$ cat src/verilog/adc_ctrl_regs.vh
`ifndef ADC_CTRL_REGS_VH
`define ADC_CTRL_REGS_VH
// byte addresses (printed offsets not all multiples of four: index * 4)
`define IDX_RESULT_HIGH 8'h3D
`define IDX_RESULT_LOW 8'h3E
`define IDX_STATUS_CTRL 8'h3C
`define IDX_CLOCK_CTRL 8'h3F
`define ADDR_RESULT_HIGH 10'h0F4
`define ADDR_RESULT_LOW 10'h0F8
`define ADDR_STATUS_CTRL 10'h0F0
`define ADDR_CLOCK_CTRL 10'h0FC
// status/control fields
`define SC_DONE_BIT 7
`define SC_IEN_BIT 6
`define SC_CONT_BIT 5
`define SC_CH_MSB 4
`define SC_CH_LSB 0
`define SC_RESET 8'h1F
// clock control fields
`define CC_DIV_MSB 7
`define CC_DIV_LSB 5
`define CC_SRC_BIT 4
`define CC_MODE_MSB 3
`define CC_MODE_LSB 2
`define CC_RESET 8'h04
// justification modes
`define MODE_TRUNC 2'h0
`define MODE_RIGHT 2'h1
`define MODE_LEFT 2'h2
`define MODE_SIGN 2'h3
// channel codes
`define CH_BANDGAP 5'h06
`define CH_REF_HIGH 5'h1D
`define CH_REF_LOW 5'h1E
`define CH_OFF 5'h1F
// converter timing: 16 converter clocks per conversion
`define CONV_CYCLES 5'h10
`define RESP_OKAY 2'h0
`define RESP_SLVERR 2'h2
`endif

$ cat src/verilog/conv_clock_div.v
`timescale 1ns/1ps
// converter clock tick generator: divide by 1, 2, 4, 8 or 16
module conv_clock_div (
  input wire clk,
  input wire sys_rst,
  input wire restart,
  input wire [2:0] divSel,
  output reg tick
);
  reg [3:0] cnt_q;
  reg [3:0] limit;
  always @* begin
    if (divSel[2]) begin
      limit = 4'hF;
    end else begin
      case (divSel[1:0])
        2'h0: limit = 4'h0;
        2'h1: limit = 4'h1;
        2'h2: limit = 4'h3;
        default: limit = 4'h7;
      endcase
    end
  end
  always @(posedge clk or posedge sys_rst) begin
    if (sys_rst) begin
      cnt_q <= 4'h0;
      tick <= 1'b0;
    end else if (restart) begin
      cnt_q <= 4'h0;
      tick <= 1'b0;
    end else if (cnt_q >= limit) begin
      cnt_q <= 4'h0;
      tick <= 1'b1;
    end else begin
      cnt_q <= cnt_q + 4'h1;
      tick <= 1'b0;
    end
  end
endmodule

$ cat src/verilog/adc_control_result_regs.v
// The implementer's own choice: the AXI4-Lite interface to the registers.
`timescale 1ns/1ps
`include "adc_ctrl_regs.vh"
module adc_control_result_regs (
  input wire clk,
  input wire sys_rst,
  input wire [9:0] s_axi_awaddr,
  input wire s_axi_awvalid,
  output reg s_axi_awready,
  input wire [31:0] s_axi_wdata,
  input wire [3:0] s_axi_wstrb,
  input wire s_axi_wvalid,
  output reg s_axi_wready,
  output reg [1:0] s_axi_bresp,
  output reg s_axi_bvalid,
  input wire s_axi_bready,
  input wire [9:0] s_axi_araddr,
  input wire s_axi_arvalid,
  output reg s_axi_arready,
  output reg [31:0] s_axi_rdata,
  output reg [1:0] s_axi_rresp,
  output reg s_axi_rvalid,
  input wire s_axi_rready,
  input wire [9:0] convData,
  output reg [4:0] inputChannelSelect,
  output reg converterPowerOff,
  output reg [5:0] pinChannelEnable,
  output reg sampleStrobe,
  output reg convIrq
);
  localparam ST_IDLE = 1'b0;
  localparam ST_CONV = 1'b1;
  ////////////////////////////////////////////////////////////////////
  // registers
  reg doneFlag_q;
  reg ien_q;
  reg cont_q;
  reg [4:0] chan_q;
  reg [7:0] clkCtrl_q;
  reg [7:0] resHigh_q;
  reg [7:0] resLow_q;
  reg frozen_q;
  reg state_q;
  reg [4:0] cycCnt_q;
  reg [9:0] awAddr_q;
  reg [31:0] wData_q;
  reg [3:0] wStrb_q;
  reg awHave_q;
  reg wHave_q;
  wire [1:0] mode = clkCtrl_q[`CC_MODE_MSB:`CC_MODE_LSB];
  ////////////////////////////////////////////////////////////////////
  // write channel
  wire doWrite = awHave_q && wHave_q && !s_axi_bvalid;
  wire wrLane0 = doWrite && wStrb_q[0];
  wire wrStatus = wrLane0 && (awAddr_q == `ADDR_STATUS_CTRL);
  wire wrClock = wrLane0 && (awAddr_q == `ADDR_CLOCK_CTRL);
  reg wrMapped;
  always @* begin
    if (awAddr_q == `ADDR_STATUS_CTRL) begin
      wrMapped = 1'b1;
    end else if (awAddr_q == `ADDR_CLOCK_CTRL) begin
      wrMapped = 1'b1;
    end else if (awAddr_q == `ADDR_RESULT_HIGH || awAddr_q == `ADDR_RESULT_LOW) begin
      wrMapped = 1'b1;
    end else begin
      wrMapped = 1'b0;
    end
  end
  always @(posedge clk or posedge sys_rst) begin
    if (sys_rst) begin
      awAddr_q <= 10'h000;
      wData_q <= 32'h00000000;
      wStrb_q <= 4'h0;
      awHave_q <= 1'b0;
      wHave_q <= 1'b0;
      s_axi_awready <= 1'b0;
      s_axi_wready <= 1'b0;
      s_axi_bvalid <= 1'b0;
      s_axi_bresp <= `RESP_OKAY;
    end else begin
      s_axi_awready <= !awHave_q && !s_axi_awready && s_axi_awvalid;
      s_axi_wready <= !wHave_q && !s_axi_wready && s_axi_wvalid;
      if (s_axi_awvalid && s_axi_awready) begin
        awHave_q <= 1'b1;
        awAddr_q <= s_axi_awaddr;
      end
      if (s_axi_wvalid && s_axi_wready) begin
        wHave_q <= 1'b1;
        wData_q <= s_axi_wdata;
        wStrb_q <= s_axi_wstrb;
      end
      if (doWrite) begin
        s_axi_bvalid <= 1'b1;
        s_axi_bresp <= wrMapped ? `RESP_OKAY : `RESP_SLVERR;
      end else if (s_axi_bvalid && s_axi_bready) begin
        s_axi_bvalid <= 1'b0;
        awHave_q <= 1'b0;
        wHave_q <= 1'b0;
      end
    end
  end
  ////////////////////////////////////////////////////////////////////
  // read channel
  wire rdTake = s_axi_arvalid && s_axi_arready;
  wire rdHigh = rdTake && (s_axi_araddr == `ADDR_RESULT_HIGH);
  wire rdLow = rdTake && (s_axi_araddr == `ADDR_RESULT_LOW);
  ////////////////////////////////////////////////////////////////////
  // read data select
  wire [7:0] statusByte = {doneFlag_q && !ien_q, ien_q, cont_q, chan_q};
  wire [7:0] clockByte = {clkCtrl_q[7:2], 2'h0};
  reg [7:0] rdByte;
  reg rdMapped;
  always @* begin
    rdByte = 8'h00;
    rdMapped = 1'b1;
    if (s_axi_araddr == `ADDR_STATUS_CTRL) begin
      rdByte = statusByte;
    end else if (s_axi_araddr == `ADDR_CLOCK_CTRL) begin
      rdByte = clockByte;
    end else if (s_axi_araddr == `ADDR_RESULT_HIGH) begin
      rdByte = resHigh_q;
    end else if (s_axi_araddr == `ADDR_RESULT_LOW) begin
      rdByte = resLow_q;
    end else begin
      rdMapped = 1'b0;
    end
  end
  always @(posedge clk or posedge sys_rst) begin
    if (sys_rst) begin
      s_axi_arready <= 1'b0;
      s_axi_rvalid <= 1'b0;
      s_axi_rdata <= 32'h00000000;
      s_axi_rresp <= `RESP_OKAY;
    end else begin
      s_axi_arready <= !s_axi_rvalid && !s_axi_arready && s_axi_arvalid;
      if (rdTake) begin
        s_axi_rvalid <= 1'b1;
        s_axi_rresp <= rdMapped ? `RESP_OKAY : `RESP_SLVERR;
        s_axi_rdata <= {24'h000000, rdByte};
      end else if (s_axi_rvalid && s_axi_rready) begin
        s_axi_rvalid <= 1'b0;
      end
    end
  end
  ////////////////////////////////////////////////////////////////////
  // converter clock and sequencing
  wire convTick;
  conv_clock_div clockDiv (
    .clk(clk),
    .sys_rst(sys_rst),
    .restart(wrStatus),
    .divSel(clkCtrl_q[`CC_DIV_MSB:`CC_DIV_LSB]),
    .tick(convTick)
  );
  wire newOff = wData_q[`SC_CH_MSB:`SC_CH_LSB] == `CH_OFF;
  wire convDone = (state_q == ST_CONV) && convTick && (cycCnt_q == `CONV_CYCLES - 5'h1);
  always @(posedge clk or posedge sys_rst) begin
    if (sys_rst) begin
      state_q <= ST_IDLE;
      cycCnt_q <= 5'h00;
    end else if (wrStatus) begin
      state_q <= newOff ? ST_IDLE : ST_CONV;
      cycCnt_q <= 5'h00;
    end else begin
      case (state_q)
        ST_IDLE: begin
          cycCnt_q <= 5'h00;
        end
        default: begin
          if (convDone) begin
            cycCnt_q <= 5'h00;
            state_q <= cont_q ? ST_CONV : ST_IDLE;
          end else if (convTick) begin
            cycCnt_q <= cycCnt_q + 5'h01;
          end
        end
      endcase
    end
  end
  ////////////////////////////////////////////////////////////////////
  // control registers and flags
  always @(posedge clk or posedge sys_rst) begin
    if (sys_rst) begin
      ien_q <= 1'b0;
      cont_q <= 1'b0;
      chan_q <= `CH_OFF;
      clkCtrl_q <= `CC_RESET;
      doneFlag_q <= 1'b0;
      convIrq <= 1'b0;
    end else begin
      if (wrStatus) begin
        ien_q <= wData_q[`SC_IEN_BIT];
        cont_q <= wData_q[`SC_CONT_BIT];
        chan_q <= wData_q[`SC_CH_MSB:`SC_CH_LSB];
      end
      if (wrClock) begin
        clkCtrl_q <= {wData_q[7:2], 2'h0};
      end
      if (convDone && !ien_q) begin
        doneFlag_q <= 1'b1;
      end else if (wrStatus || wrClock || rdLow) begin
        doneFlag_q <= 1'b0;
      end
      if (convDone && ien_q) begin
        convIrq <= 1'b1;
      end else if (wrStatus || rdHigh || rdLow) begin
        convIrq <= 1'b0;
      end
    end
  end
  ////////////////////////////////////////////////////////////////////
  // result justification
  reg [7:0] fmtHigh;
  reg [7:0] fmtLow;
  wire keepResult = mode == `MODE_TRUNC || !frozen_q;
  always @* begin
    fmtHigh = 8'h00;
    fmtLow = 8'h00;
    case (mode)
      `MODE_TRUNC: begin
        fmtLow = convData[9:2];
      end
      `MODE_RIGHT: begin
        fmtHigh = {6'h00, convData[9:8]};
        fmtLow = convData[7:0];
      end
      `MODE_LEFT: begin
        fmtHigh = convData[9:2];
        fmtLow = {convData[1:0], 6'h00};
      end
      default: begin
        fmtHigh = {~convData[9], convData[8:2]};
        fmtLow = {convData[1:0], 6'h00};
      end
    endcase
  end
  ////////////////////////////////////////////////////////////////////
  // result formatting and interlock
  always @(posedge clk or posedge sys_rst) begin
    if (sys_rst) begin
      resHigh_q <= 8'h00;
      resLow_q <= 8'h00;
      frozen_q <= 1'b0;
    end else begin
      if (rdLow) begin
        frozen_q <= 1'b0;
      end else if (rdHigh && mode != `MODE_TRUNC) begin
        frozen_q <= 1'b1;
      end
      if (convDone && keepResult) begin
        resHigh_q <= fmtHigh;
        resLow_q <= fmtLow;
      end
    end
  end
  ////////////////////////////////////////////////////////////////////
  // analog mux controls
  integer i;
  reg [5:0] pinDecode;
  wire chanOff = chan_q == `CH_OFF;
  always @* begin
    pinDecode = 6'h00;
    for (i = 0; i < 6; i = i + 1) begin
      pinDecode[i] = chan_q == i[4:0];
    end
  end
  always @(posedge clk or posedge sys_rst) begin
    if (sys_rst) begin
      inputChannelSelect <= `CH_OFF;
      converterPowerOff <= 1'b1;
      pinChannelEnable <= 6'h00;
      sampleStrobe <= 1'b0;
    end else begin
      inputChannelSelect <= chan_q;
      converterPowerOff <= chanOff;
      pinChannelEnable <= pinDecode;
      sampleStrobe <= convDone;
    end
  end
endmodule

$ cat config.mk
export PLATFORM = sky130hd
export DESIGN_NAME = adc_control_result_regs
export DESIGN_NICKNAME = d
export VERILOG_FILES = /design/src/verilog/conv_clock_div.v /design/src/verilog/adc_control_result_regs.v
export VERILOG_INCLUDE_DIRS = /design/src /design/src/verilog
export SDC_FILE = /design/constraint.sdc
export NUM_CORES = 1
export LEC_CHECK = 0
export BUFFER_PORTS_ARGS = -buffer_cell sky130_fd_sc_hd__buf_4
export CAP_MARGIN = 20
export CORE_UTILIZATION = 40
export CTS_CLUSTER_SIZE = 8
export DETAILED_ROUTE_END_ITERATION = 8
export REMOVE_ABC_BUFFERS = 1
export SETUP_SLACK_MARGIN = 0.02
export SLEW_MARGIN = 20
export SYNTH_ARGS = -nofsm -noshare
export SYNTH_HDL_FRONTEND = slang
export SYNTH_SLANG_ARGS = --single-unit
$ cat constraint.sdc
create_clock -name clk -period 5.3 [get_ports clk]
set_input_delay 1.325 -clock clk [delete_from_list [all_inputs] [get_ports clk]]
set_output_delay 1.325 -clock clk [all_outputs]
set_load 0.02 [all_outputs]
## Word-level counts from Yosys, hierarchy flattened

Cells that the tools add are included.
W data, S select, Z words.

- Flip-flop bits (word level): 94
- Bits of input ports: 73

- Add/sub/neg operators: 2
- $lt $le $gt $ge: 1
- Equal/unequal tests: 21
- Multiplexer cells: 46
- Bitwise operators: 1
- Reductions and logical operators: 49

Operators with widths:

| cell | number |
|---|---|
| $eq A10 B8 Y1 const B | 8 |
| $mux W8 | 4 |
| $mux W1 | 30 |
| $logic_and A1 B1 Y1 | 25 |
| $pmux W8 S3 | 1 |
| $mux W5 | 4 |
| $pmux W8 S2 | 1 |
| $mux W4 | 3 |
| $reduce_bool A2 Y1 | 6 |
| $eq A5 B2 Y1 const B | 2 |
| $eq A5 B3 Y1 const B | 2 |
| $eq A5 B5 Y1 const B | 2 |
| $logic_not A1 Y1 | 9 |
| $pmux W3 S3 | 1 |
| $logic_or A1 B1 Y1 | 6 |
| $add A5 B1 Y5 const B | 1 |
| $eq A5 B1 Y1 const B | 1 |
| $eq A5 B4 Y1 const B | 1 |
| $logic_not A5 Y1 | 1 |
| $add A4 B1 Y4 const B | 1 |
| $eq A2 B1 Y1 const B | 2 |
| $eq A2 B2 Y1 const B | 2 |
| $ge A4 B4 Y1 | 1 |
| $logic_not A2 Y1 | 2 |
| other kinds (3) | 4 |

## Depth between registers and ports, before layout

Gate-level depths: netlist (run 1).

- Depth after elaboration: 8
- Gate-level depth with buffers: 7

## Hierarchy

Synthesis (run 1) repeated with hierarchy kept, for this count alone.

- Cells, all modules: 338
- Area, all modules: 4290.4 µm²

By module, submodules not included:

| module | times used | cells an instance | area an instance (µm²) |
|---|---|---|---|
| adc_control_result_regs | 1 | 310 | 3985.1 |
| conv_clock_div | 1 | 28 | 305.3 |

## Least setup slack after synthesis (run 1)

OpenSTA, ideal clock, no wires.

- Path kind: in2reg
- From: in s_axi_araddr[9]
- To: reg frozen_q
- Library setup time: 0.131 ns
- Arrival: 2.638 ns
- Path slack: 2.531 ns
- Stages: 5
- Path through: or4b_2 nor3_1 buf_2 nand2_1 o2bb2ai_1

- Word-level cells in the longest chain between the ends: 4
- Elaborated cells between the ends (all ways): 7

RTL lines:

| item | line | source |
|---|---|---|
| start, declared | adc_control_result_regs.v:17 | `input wire [9:0] s_axi_araddr,` |
| $eq A10 B8 Y1 (no source line) | n/a |  |
| $logic_and A1 B1 Y1 | adc_control_result_regs.v:105 | `` wire rdHigh = rdTake && (s_axi_araddr == `ADDR_RESULT_HIGH); `` |
| $logic_and A1 B1 Y1 (no source line) | n/a |  |
| $reduce_bool A2 Y1 (no source line) | n/a |  |
| end signal, assigned | adc_control_result_regs.v:243 | `frozen_q <= 1'b0;` |
| end signal, assigned | adc_control_result_regs.v:246 | `frozen_q <= 1'b0;` |
| end signal, assigned | adc_control_result_regs.v:248 | `frozen_q <= 1'b1;` |
| end, declared | adc_control_result_regs.v:42 | `reg frozen_q;` |

Parallel ways exist; a longest one is shown, timed or not.
A chain may end at the register's enable or synchronous reset.

## Final worst setup path (run 1)

- From: in s_axi_araddr[9]
- To: reg convIrq

- Word-level cells in the longest chain between the ends: 5
- Elaborated cells between the ends (all ways): 7

RTL lines:

| item | line | source |
|---|---|---|
| $eq A10 B8 Y1 (no source line) | n/a |  |
| $logic_and A1 B1 Y1 | adc_control_result_regs.v:105 |  |
| $logic_or A1 B1 Y1 | adc_control_result_regs.v:206 | `end else if (wrStatus \|\| rdHigh \|\| rdLow) begin` |
| $logic_or A1 B1 Y1 (*) | adc_control_result_regs.v:206 |  |
| $reduce_bool A2 Y1 (no source line) (*) | n/a |  |
| end signal, assigned | adc_control_result_regs.v:189 | `convIrq <= 1'b0;` |
| end signal, assigned | adc_control_result_regs.v:205 | `convIrq <= 1'b1;` |
| end signal, assigned | adc_control_result_regs.v:207 | `convIrq <= 1'b0;` |
| end, declared | adc_control_result_regs.v:29 | `output reg convIrq` |

Every way passes the cells marked *; elsewhere a longest branch is shown, timed or not.

==> summary.md, run 1 <==
| Metric | Value |
|---|---|
| Hold depth | `0` |
| Total negative slack | `0 ns` |
| Worst-path cell chain | `buf_4, or4b_2, nor3_1, buf_4, o21ai_0, a32o_1` |
| Post-DP HPWL | `5720 um` |
| Critical Path AT | `2.85 ns` |
| Wire length on met1 | `3580 um` |
| Pwr dens | `337 nW/um2` |
| Initial Utilization | `0.410` |
| # diodes | `0` |
| Clock Latency Late Sink | `0.36 ns` |
| Root Buffer | `clkbuf_8` |
| CP Max Fanout | `13` |
| Element type at the critical path end | `register` |
| Nets | `515` |
| Top_reg_cell synth | `dfrtp_1` |
| WP buf/inv | `2` |
| Synth Area in Compound Gates | `0.0874` |
| VDD IR max | `170 uV` |
| Setup violators final | `0` |
| Min Tclk post-route | `2.60 ns` |
| Setup bufs post-CTS | `0` |
| Routability-driven placement congestion ratio | `0.705` |
| Fillers | `955` |
| Fin. Hold Viols | `0` |
| Hold/Removal Path Class | `reg2reg` |
| Clock Pin Slew Worst Setup and Hold Paths | `0.09 ns` |
| CORE AREA | `10200 um2` |
| Avg Inst Size Synth | `11.5 um2` |
| Adder-Cell Fraction of Synth Area | `0.0179` |
| Layout area overhead | `19.2%` |
| H-tree depth | `3` |
| Met3 Wirelength | `359 um` |
| I/O pin cnt | `128` |
| Post-layout util | `0.489` |
| Grt total ovfl | `0` |
| Port Buffers | `74` |
| Slowest stage cell, crit path | `or4b_2` |
| Vias | `2793` |
| Crit path depth | `6` |
| Mapped Area | `4200 um2` |
| Startpoint types | `input pin` |
| FFs w/ async S/R, synth | `1.00` |
| Largest net degree at the start of global routing | `62` |
| Routed length per instance | `14.0 um` |
| Normalized max-slew margin | `0.373` |
| DR DRC count | `0` |
| Main combinational cell family by area after synthesis | `simple AND/OR/NAND/NOR gates` |
| Vias in the first global route | `2804` |
| CTS tree | `done` |
| Die area | `10900 um2` |
| Overall Global Routing Usage | `0.163` |
| Width of the die | `104 um` |
| Max incr delay on CP | `0.65 ns` |
| Achievable Freq | `385 MHz` |
| Register area share after synthesis | `0.552` |
| Status | `finished clean` |
| Final setup skew | `0.00883 ns` |
| RSZ-0062 raised after global routing | `false` |
| Synth warn | `0` |
| Worst Max-Slew Pin Slew | `0.940 ns` |
| Post-synthesis mux area share | `0.123` |
| Post-synth cell types | `50` |
| Number of synthesized flops with an enable pin | `0` |
| Critical Setup Path Class | `in2reg` |
| CTS buffer count | `9` |
| Final Max Slew Viols | `0` |
| Max-cap violations | `0` |
| First-pass GRT wire length | `13900 um` |
| Die Y | `104 um` |
| CP dominant cell by count | `buf_4` |
| Synth Area in XOR/XNOR | `0.00835` |
| 1st-pass router iterations | `4` |
| Final antenna-violating net count | `0` |
| Critical path data required time | `5.55 ns` |
| LEAKAGE | `2.35 nW` |
| Share of cells above drive strength 1 | `0.333` |
| Seq cells post-synth | `92` |
| Synth Instances | `365` |
| Row count | `37` |
| CTS sink count | `92` |
| CTS resizes | `0` |
| FF-to-FF path depth | `3` |
| Avg Vias per Cell | `4.84` |
| Total Wirelength | `8070 um` |
| Met2 Wirelength | `3960 um` |
| Crit path max-delay family | `simple AND/OR/NAND/NOR gates` |
| Max Used Layer | `met4` |
| Initial antenna violation count | `0` |
| Post-Synth Simple-Gate Area | `0.139` |
| Crit share post-route | `0.490` |
| Clk buf depth | `2` |
| Hold buffer count at CTS | `0` |
| 1st-iter DRT viols | `74` |
[per-layer routing]
metal	vias to the layer above	GRT usage
met5	-	0
met4	0	0.0673
met3	14	0.0439
met2	65	0.262
met1	1349	0.207
li1	1365	-
[state kept, by name, indices dropped and copies added, names as in the netlist, 4 cells and up]
name	count
awAddr_q	10
chan_q	5
clkCtrl_q	6
clockDiv.cnt_q	4
cycCnt_q	5
inputChannelSelect	5
pinChannelEnable	6
resHigh_q	8
resLow_q	8
s_axi_rdata	8
wData_q	8
[placed cells by master, fill, tap and decap left out, drive strengths merged, types with 2 or more instances in the layout]
cell    netlist  layout
a21oi        12      12
nor3          7       7
xor2          3       3
nand2b        2       2
ha            6       6
nand2        60      60
nor2         16      16
clkbuf       10       9
nand3b        2       2
nor2b         2       2
conb          1      26
mux4          6       6
nor4          3       3
nor3b         6       6
a22oi         2       2
clkinv        0       3
buf          32      77
mux2i        11      11
inv           8       9
or3           2       2
a22o          8       8
nand4b        3       3
o21ai        19      19
dfrtp        80      80
nand3         5       5
or4b          3       3
dfstp        12      12
bufinv        0       2
o31ai         6       6
mux2         24      24
[cells in the mapped netlist (8+ instances only)]
master	count	share of area
a21oi_1	12	0.014
a22o_1	8	0.017
buf_4	26	0.047
clkbuf_1	9	0.0081
dfrtp_1	80	0.48
dfstp_2	12	0.075
inv_1	8	0.0072
mux2_2	24	0.064
mux2i_1	11	0.026
nand2_1	60	0.054
nor2_1	16	0.014
o21ai_0	18	0.021
[cell type report]
type	instances	area (um2)	area share
multi-input cells	248	1680	0.336
well taps	136	170	0.0340
clock inverters	7	98.8	0.0198
flip-flops and latches	92	2320	0.463
inverters	8	32.5	0.00651
repair buffers	77	578	0.116
clock buffers	9	124	0.0248
[kinds of logic after synthesis]
family | count (synthesis)
and+or+nand+nor | 116
DFF | 92
AOI/OAI and AO/OA | 55
buffers and inverters | 50
muxes | 41
adders and majority gates | 6
xor gates and xnor gates | 4
other | 1
[report_power, final]
group / leakage, nW / switching [mW] / internal (mW)
registers: 1.08 / 0.0766 / 0.806
clock network: 0.110 / 0.256 / 0.268
logic: 1.16 / 0.133 / 0.145
[worst paths after layout]
check / from / endpoint / slack, ns
max: s_axi_araddr[9] / convIrq$_DFFE_PP0P_ / 2.70
min: chan_q[4]$_DFFE_PP1P_ / inputChannelSelect[4]$_DFF_PP1_ / 0.42
max reg2reg: clkCtrl_q[3]$_DFFE_PP0P_ / resLow_q[4]$_DFFE_PP0P_ / 2.91
min reg2reg: chan_q[4]$_DFFE_PP1P_ / inputChannelSelect[4]$_DFF_PP1_ / 0.42
max in group asynchronous: sys_rst / clkCtrl_q[2]$_DFFE_PP1P_ / 3.26
min in group asynchronous: sys_rst / pinChannelEnable[2]$_DFF_PP0_ / 1.10
[per-stage QoR]
step | worst slack [ns] | instances | total power, mW | instance area (um2) | hold WS [ns]
finish | 2.70 | 577 | 1.69 | 5000 | 0.415
global route | 2.61 | 577 | 1.78 | 5000 | 0.431
CTS | 2.72 | 577 | 1.71 | 5000 | 0.422
detailed placement | 2.33 | 561 | 1.18 | 4780 | 0.408
global placement | 2.35 | 561 | 1.17 | 4780 | 0.407
floorplan | 1.60 | 348 | 1.07 | 4020 | 0.382
(Power assumes the default switching activity.)
==> run 2: changes to the inputs <==
--- a/config.mk
+++ b/config.mk
@@ -11,6 +11,7 @@
 export CORE_UTILIZATION = 40
 export CTS_CLUSTER_SIZE = 8
 export DETAILED_ROUTE_END_ITERATION = 8
+export PLACE_DENSITY = 0.67
 export REMOVE_ABC_BUFFERS = 1
 export SETUP_SLACK_MARGIN = 0.02
 export SLEW_MARGIN = 20
==> constraint.sdc (replaced) <==
create_clock -name clk -period 2.3 [get_ports clk]
set_input_delay 0.575 -clock clk [delete_from_list [all_inputs] [get_ports clk]]
set_output_delay 0.575 -clock clk [all_outputs]
set_load 0.02 [all_outputs]
==> run 2 against run 1 <==
  * Via count rose by 1.4%
  * Largest power group unchanged
  * Routed wire length fell by 0.37%
  * Register-to-register slack got worse by 2.6 ns
  * Non-clock buffer count rose by 3
  * Flip-flop and latch count did not move
  * Die area did not move
  * Combinational power rose by 130%
==> summary.md, run 2 (synthesis results as in run 1) <==
| Metric | Value |
|---|---|
| Initial Utilization | `0.410 (unchanged)` |
| P_int | `2.61 mW (was 1.22 mW)` |
| Critical Setup Path Class | `reg2reg (was in2reg)` |
| First-pass GRT wire length | `13600 um (was 13900 um)` |
| CP Max Fanout | `12 (was 13)` |
| Total Wirelength | `8040 um (was 8070 um)` |
| 1st-iter DRT viols | `120 (was 74)` |
| Worst Slack Setup Final | `0.292 ns (was 2.70 ns)` |
| Critical path data required time | `2.53 ns (was 5.55 ns)` |
| Min Tclk post-route | `2.01 ns` |
| Routed length per instance | `13.9 um (was 14.0 um)` |
| Fin. Hold Viols | `0 (unchanged)` |
| Placed cell area | `4810 um2 (was 4780 um2)` |
| Largest net degree at the start of global routing | `73 (was 62)` |
| 1st-pass router iterations | `4 (unchanged)` |
| Crit path depth | `4 (was 6)` |
| Most frequent cells in the layout | `dfrtp_1, buf_4, nand2_1 (unchanged)` |
| Port Buffers | `74 (unchanged)` |
| Comb power frac | `0.175 (was 0.165)` |
| Commonest non-fill, non-tap cell in the layout | `dfrtp_1 (unchanged)` |
| CORE AREA | `10200 um2 (unchanged)` |
| Hold/Removal Path Class | `in2async (was reg2reg)` |
| Largest register FFs | `10 (unchanged)` |
| DP Worst Slack | `0.0935 ns (was 2.33 ns)` |
| Vias in the first global route | `2817 (was 2804)` |
| Die area | `10900 um2 (unchanged)` |
| Sw frac | `0.299 (was 0.276)` |
| H-tree depth | `3 (unchanged)` |
| CTS resizes | `0 (unchanged)` |
| Final Max Slew Viols | `0 (unchanged)` |
| RSZ-0062 raised after global routing | `false (unchanged)` |
| Grt total ovfl | `0 (unchanged)` |
| Pwr dens | `746 nW/um2 (was 337 nW/um2)` |
| Achievable Freq | `498 MHz` |
| Post-DP HPWL | `5760 um (was 5720 um)` |
| End of the worst register-to-register path | `cycCnt_q[3]$_DFFE_PP0P_ (was resLow_q[4]$_DFFE_PP0P_)` |
| CP endpoint | `cycCnt_q[3]$_DFFE_PP0P_ (was convIrq$_DFFE_PP0P_)` |
| LEAKAGE | `2.35 nW (about the same)` |
| Avg Vias per Cell | `4.88 (was 4.84)` |
| VDD IR max | `403 uV (was 170 uV)` |
| Status | `finished clean (unchanged)` |
| Clock power share | `0.277 (was 0.311)` |
| Normalized max-slew margin | `0.628 (was 0.373)` |
| Overall Global Routing Usage | `0.159 (was 0.163)` |
| Clock Pin Slew Worst Setup and Hold Paths | `0.11 ns (was 0.09 ns)` |
| Share of power burned in registers | `0.548 (was 0.524)` |
| Critical Path AT | `2.23 ns (was 2.85 ns)` |
| Final setup skew | `0.0181 ns (was 0.00883 ns)` |
| Fillers | `942 (was 955)` |
| Row count | `37 (unchanged)` |
| Share of cells above drive strength 1 | `0.338 (was 0.333)` |
| Setup bufs post-CTS | `0 (unchanged)` |
| Initial antenna violation count | `0 (unchanged)` |
| Final Cell Area | `4990 um2 (was 5000 um2)` |
| Width of the die | `104 um (unchanged)` |
| I/O pin cnt | `128 (unchanged)` |
| Die Y | `104 um (unchanged)` |
| Root Buffer | `clkbuf_8 (unchanged)` |
| Clock Latency Late Sink | `0.37 ns (was 0.36 ns)` |
| Clk buf depth | `2 (unchanged)` |
| Beginning of the critical path | `awAddr_q[9]$_DFFE_PP0P_ (was s_axi_araddr[9])` |
| Reg-to-reg startpoint | `awAddr_q[9]$_DFFE_PP0P_ (was clkCtrl_q[3]$_DFFE_PP0P_)` |
| Layout area overhead | `19.0% (was 19.2%)` |
| Setup violators final | `0 (unchanged)` |
| Final antenna-violating net count | `0 (unchanged)` |
| CTS buffer count | `9 (unchanged)` |
| DR DRC count | `0 (unchanged)` |
| Nets | `518 (was 515)` |
| Worst Max-Slew Pin Slew | `0.552 ns (was 0.940 ns)` |
| Routability-driven placement congestion ratio | `0.756 (was 0.705)` |
| WP buf/inv | `0 (was 2)` |
| FF-to-FF path depth | `4 (was 3)` |
| # diodes | `0 (unchanged)` |
| Max-cap violations | `0 (unchanged)` |
| Vias | `2831 (was 2793)` |
| Slowest stage cell, crit path | `or4_4 (was or4b_2)` |
| Startpoint types | `register (was input pin)` |
| Crit path max-delay family | `simple AND/OR/NAND/NOR gates (unchanged)` |
| Net switching power | `1.11 mW (was 466 uW)` |
| CTS sink count | `92 (unchanged)` |
| CTS tree | `done (unchanged)` |
| Reg2Reg Setup Slack | `0.29 ns (was 2.91 ns)` |
| Reg with most FFs | `awAddr_q (unchanged)` |
| Hold buffer count at CTS | `0 (unchanged)` |
| Crit share post-route | `0.873` |
| Worst-path cell chain | `or4b_4, or4_4, nand2_1, a311oi_1 (was buf_4, or4b_2, nor3_1, buf_4, o21ai_0, a32o_1)` |
| Element type at the critical path end | `register (unchanged)` |
| Max incr delay on CP | `0.62 ns (was 0.65 ns)` |
run 2: cell types whose count changed in the layout (fill, tap and decap cells not counted), sizes merged:
cell    change
buf         +3
inv         +3
bufinv      -2
clkinv      -1
run 2: worst register-to-register path: cells and delay by family, from the launching register on:
kind             cells  cell delay [ns]
flip-flops           1             0.39
AND/OR/NAND/NOR      3             1.42
AO/OA/AOI/OAI        1             0.06
run 2: per-layer routing:
layer / routed length, um / GRT usage
met2: 3880 / 0.256
met5: 0 / 0
met1: 3600 / 0.202
met3: 394 / 0.0439
met4: 162 / 0.0602
run 2: worst min path at each step:
| stage | slack, ns | depth (start not counted) | endpoint |
|---|---|---|---|
| after CTS | 0.16 | 2 | pinChannelEnable[4]$_DFF_PP0_ |
| after global placement | 0.41 | 0 | inputChannelSelect[2]$_DFF_PP1_ |
| after detailed placement | 0.41 | 0 | inputChannelSelect[2]$_DFF_PP1_ |
| after floorplan | 0.38 | 0 | inputChannelSelect[2]$_DFF_PP1_ |
| final | 0.16 | 2 | pinChannelEnable[4]$_DFF_PP0_ |
| after global routing | 0.17 | 2 | pinChannelEnable[4]$_DFF_PP0_ |
run 2: power by group through the flow:
stage | Combinational [mW] | Sequential [mW] | Clock, mW
after floorplan | 0.413 | 2.06 | 0
final | 0.652 | 2.04 | 1.03
after detailed placement | 0.663 | 2.07 | 0
after global routing | 0.722 | 2.08 | 1.12
after CTS | 0.664 | 2.04 | 1.05
after global placement | 0.641 | 2.06 | 0
run 2: area by class of cell:
class	instances	area (um2)	share of cell area
Sequential cell	92	2320	0.464
Multi-Input combinational cell	248	1680	0.336
Timing Repair Buffer	80	613	0.123
Tap cell	136	170	0.0341
Clock buffer	9	124	0.0248
Clock inverter	7	56.3	0.0113
Inverter	8	31.3	0.00627
run 2: metrics by stage:
| stage | cells | TNS (ns) | total power, mW | hold WS (ns) | util |
|---|---|---|---|---|---|
| 2_1_floorplan | 348 | -52.57 | 2.47 | 0.382 | - |
| 5_1_grt | 580 | 0 | 3.92 | 0.168 | 0.488 |
| 6_report | 580 | 0 | 3.72 | 0.161 | 0.488 |
| 3_5_place_dp | 564 | 0 | 2.74 | 0.408 | 0.470 |
| 4_1_cts | 580 | 0 | 3.76 | 0.163 | 0.488 |
| 3_3_place_gp | 564 | 0 | 2.70 | 0.405 | 0.470 |
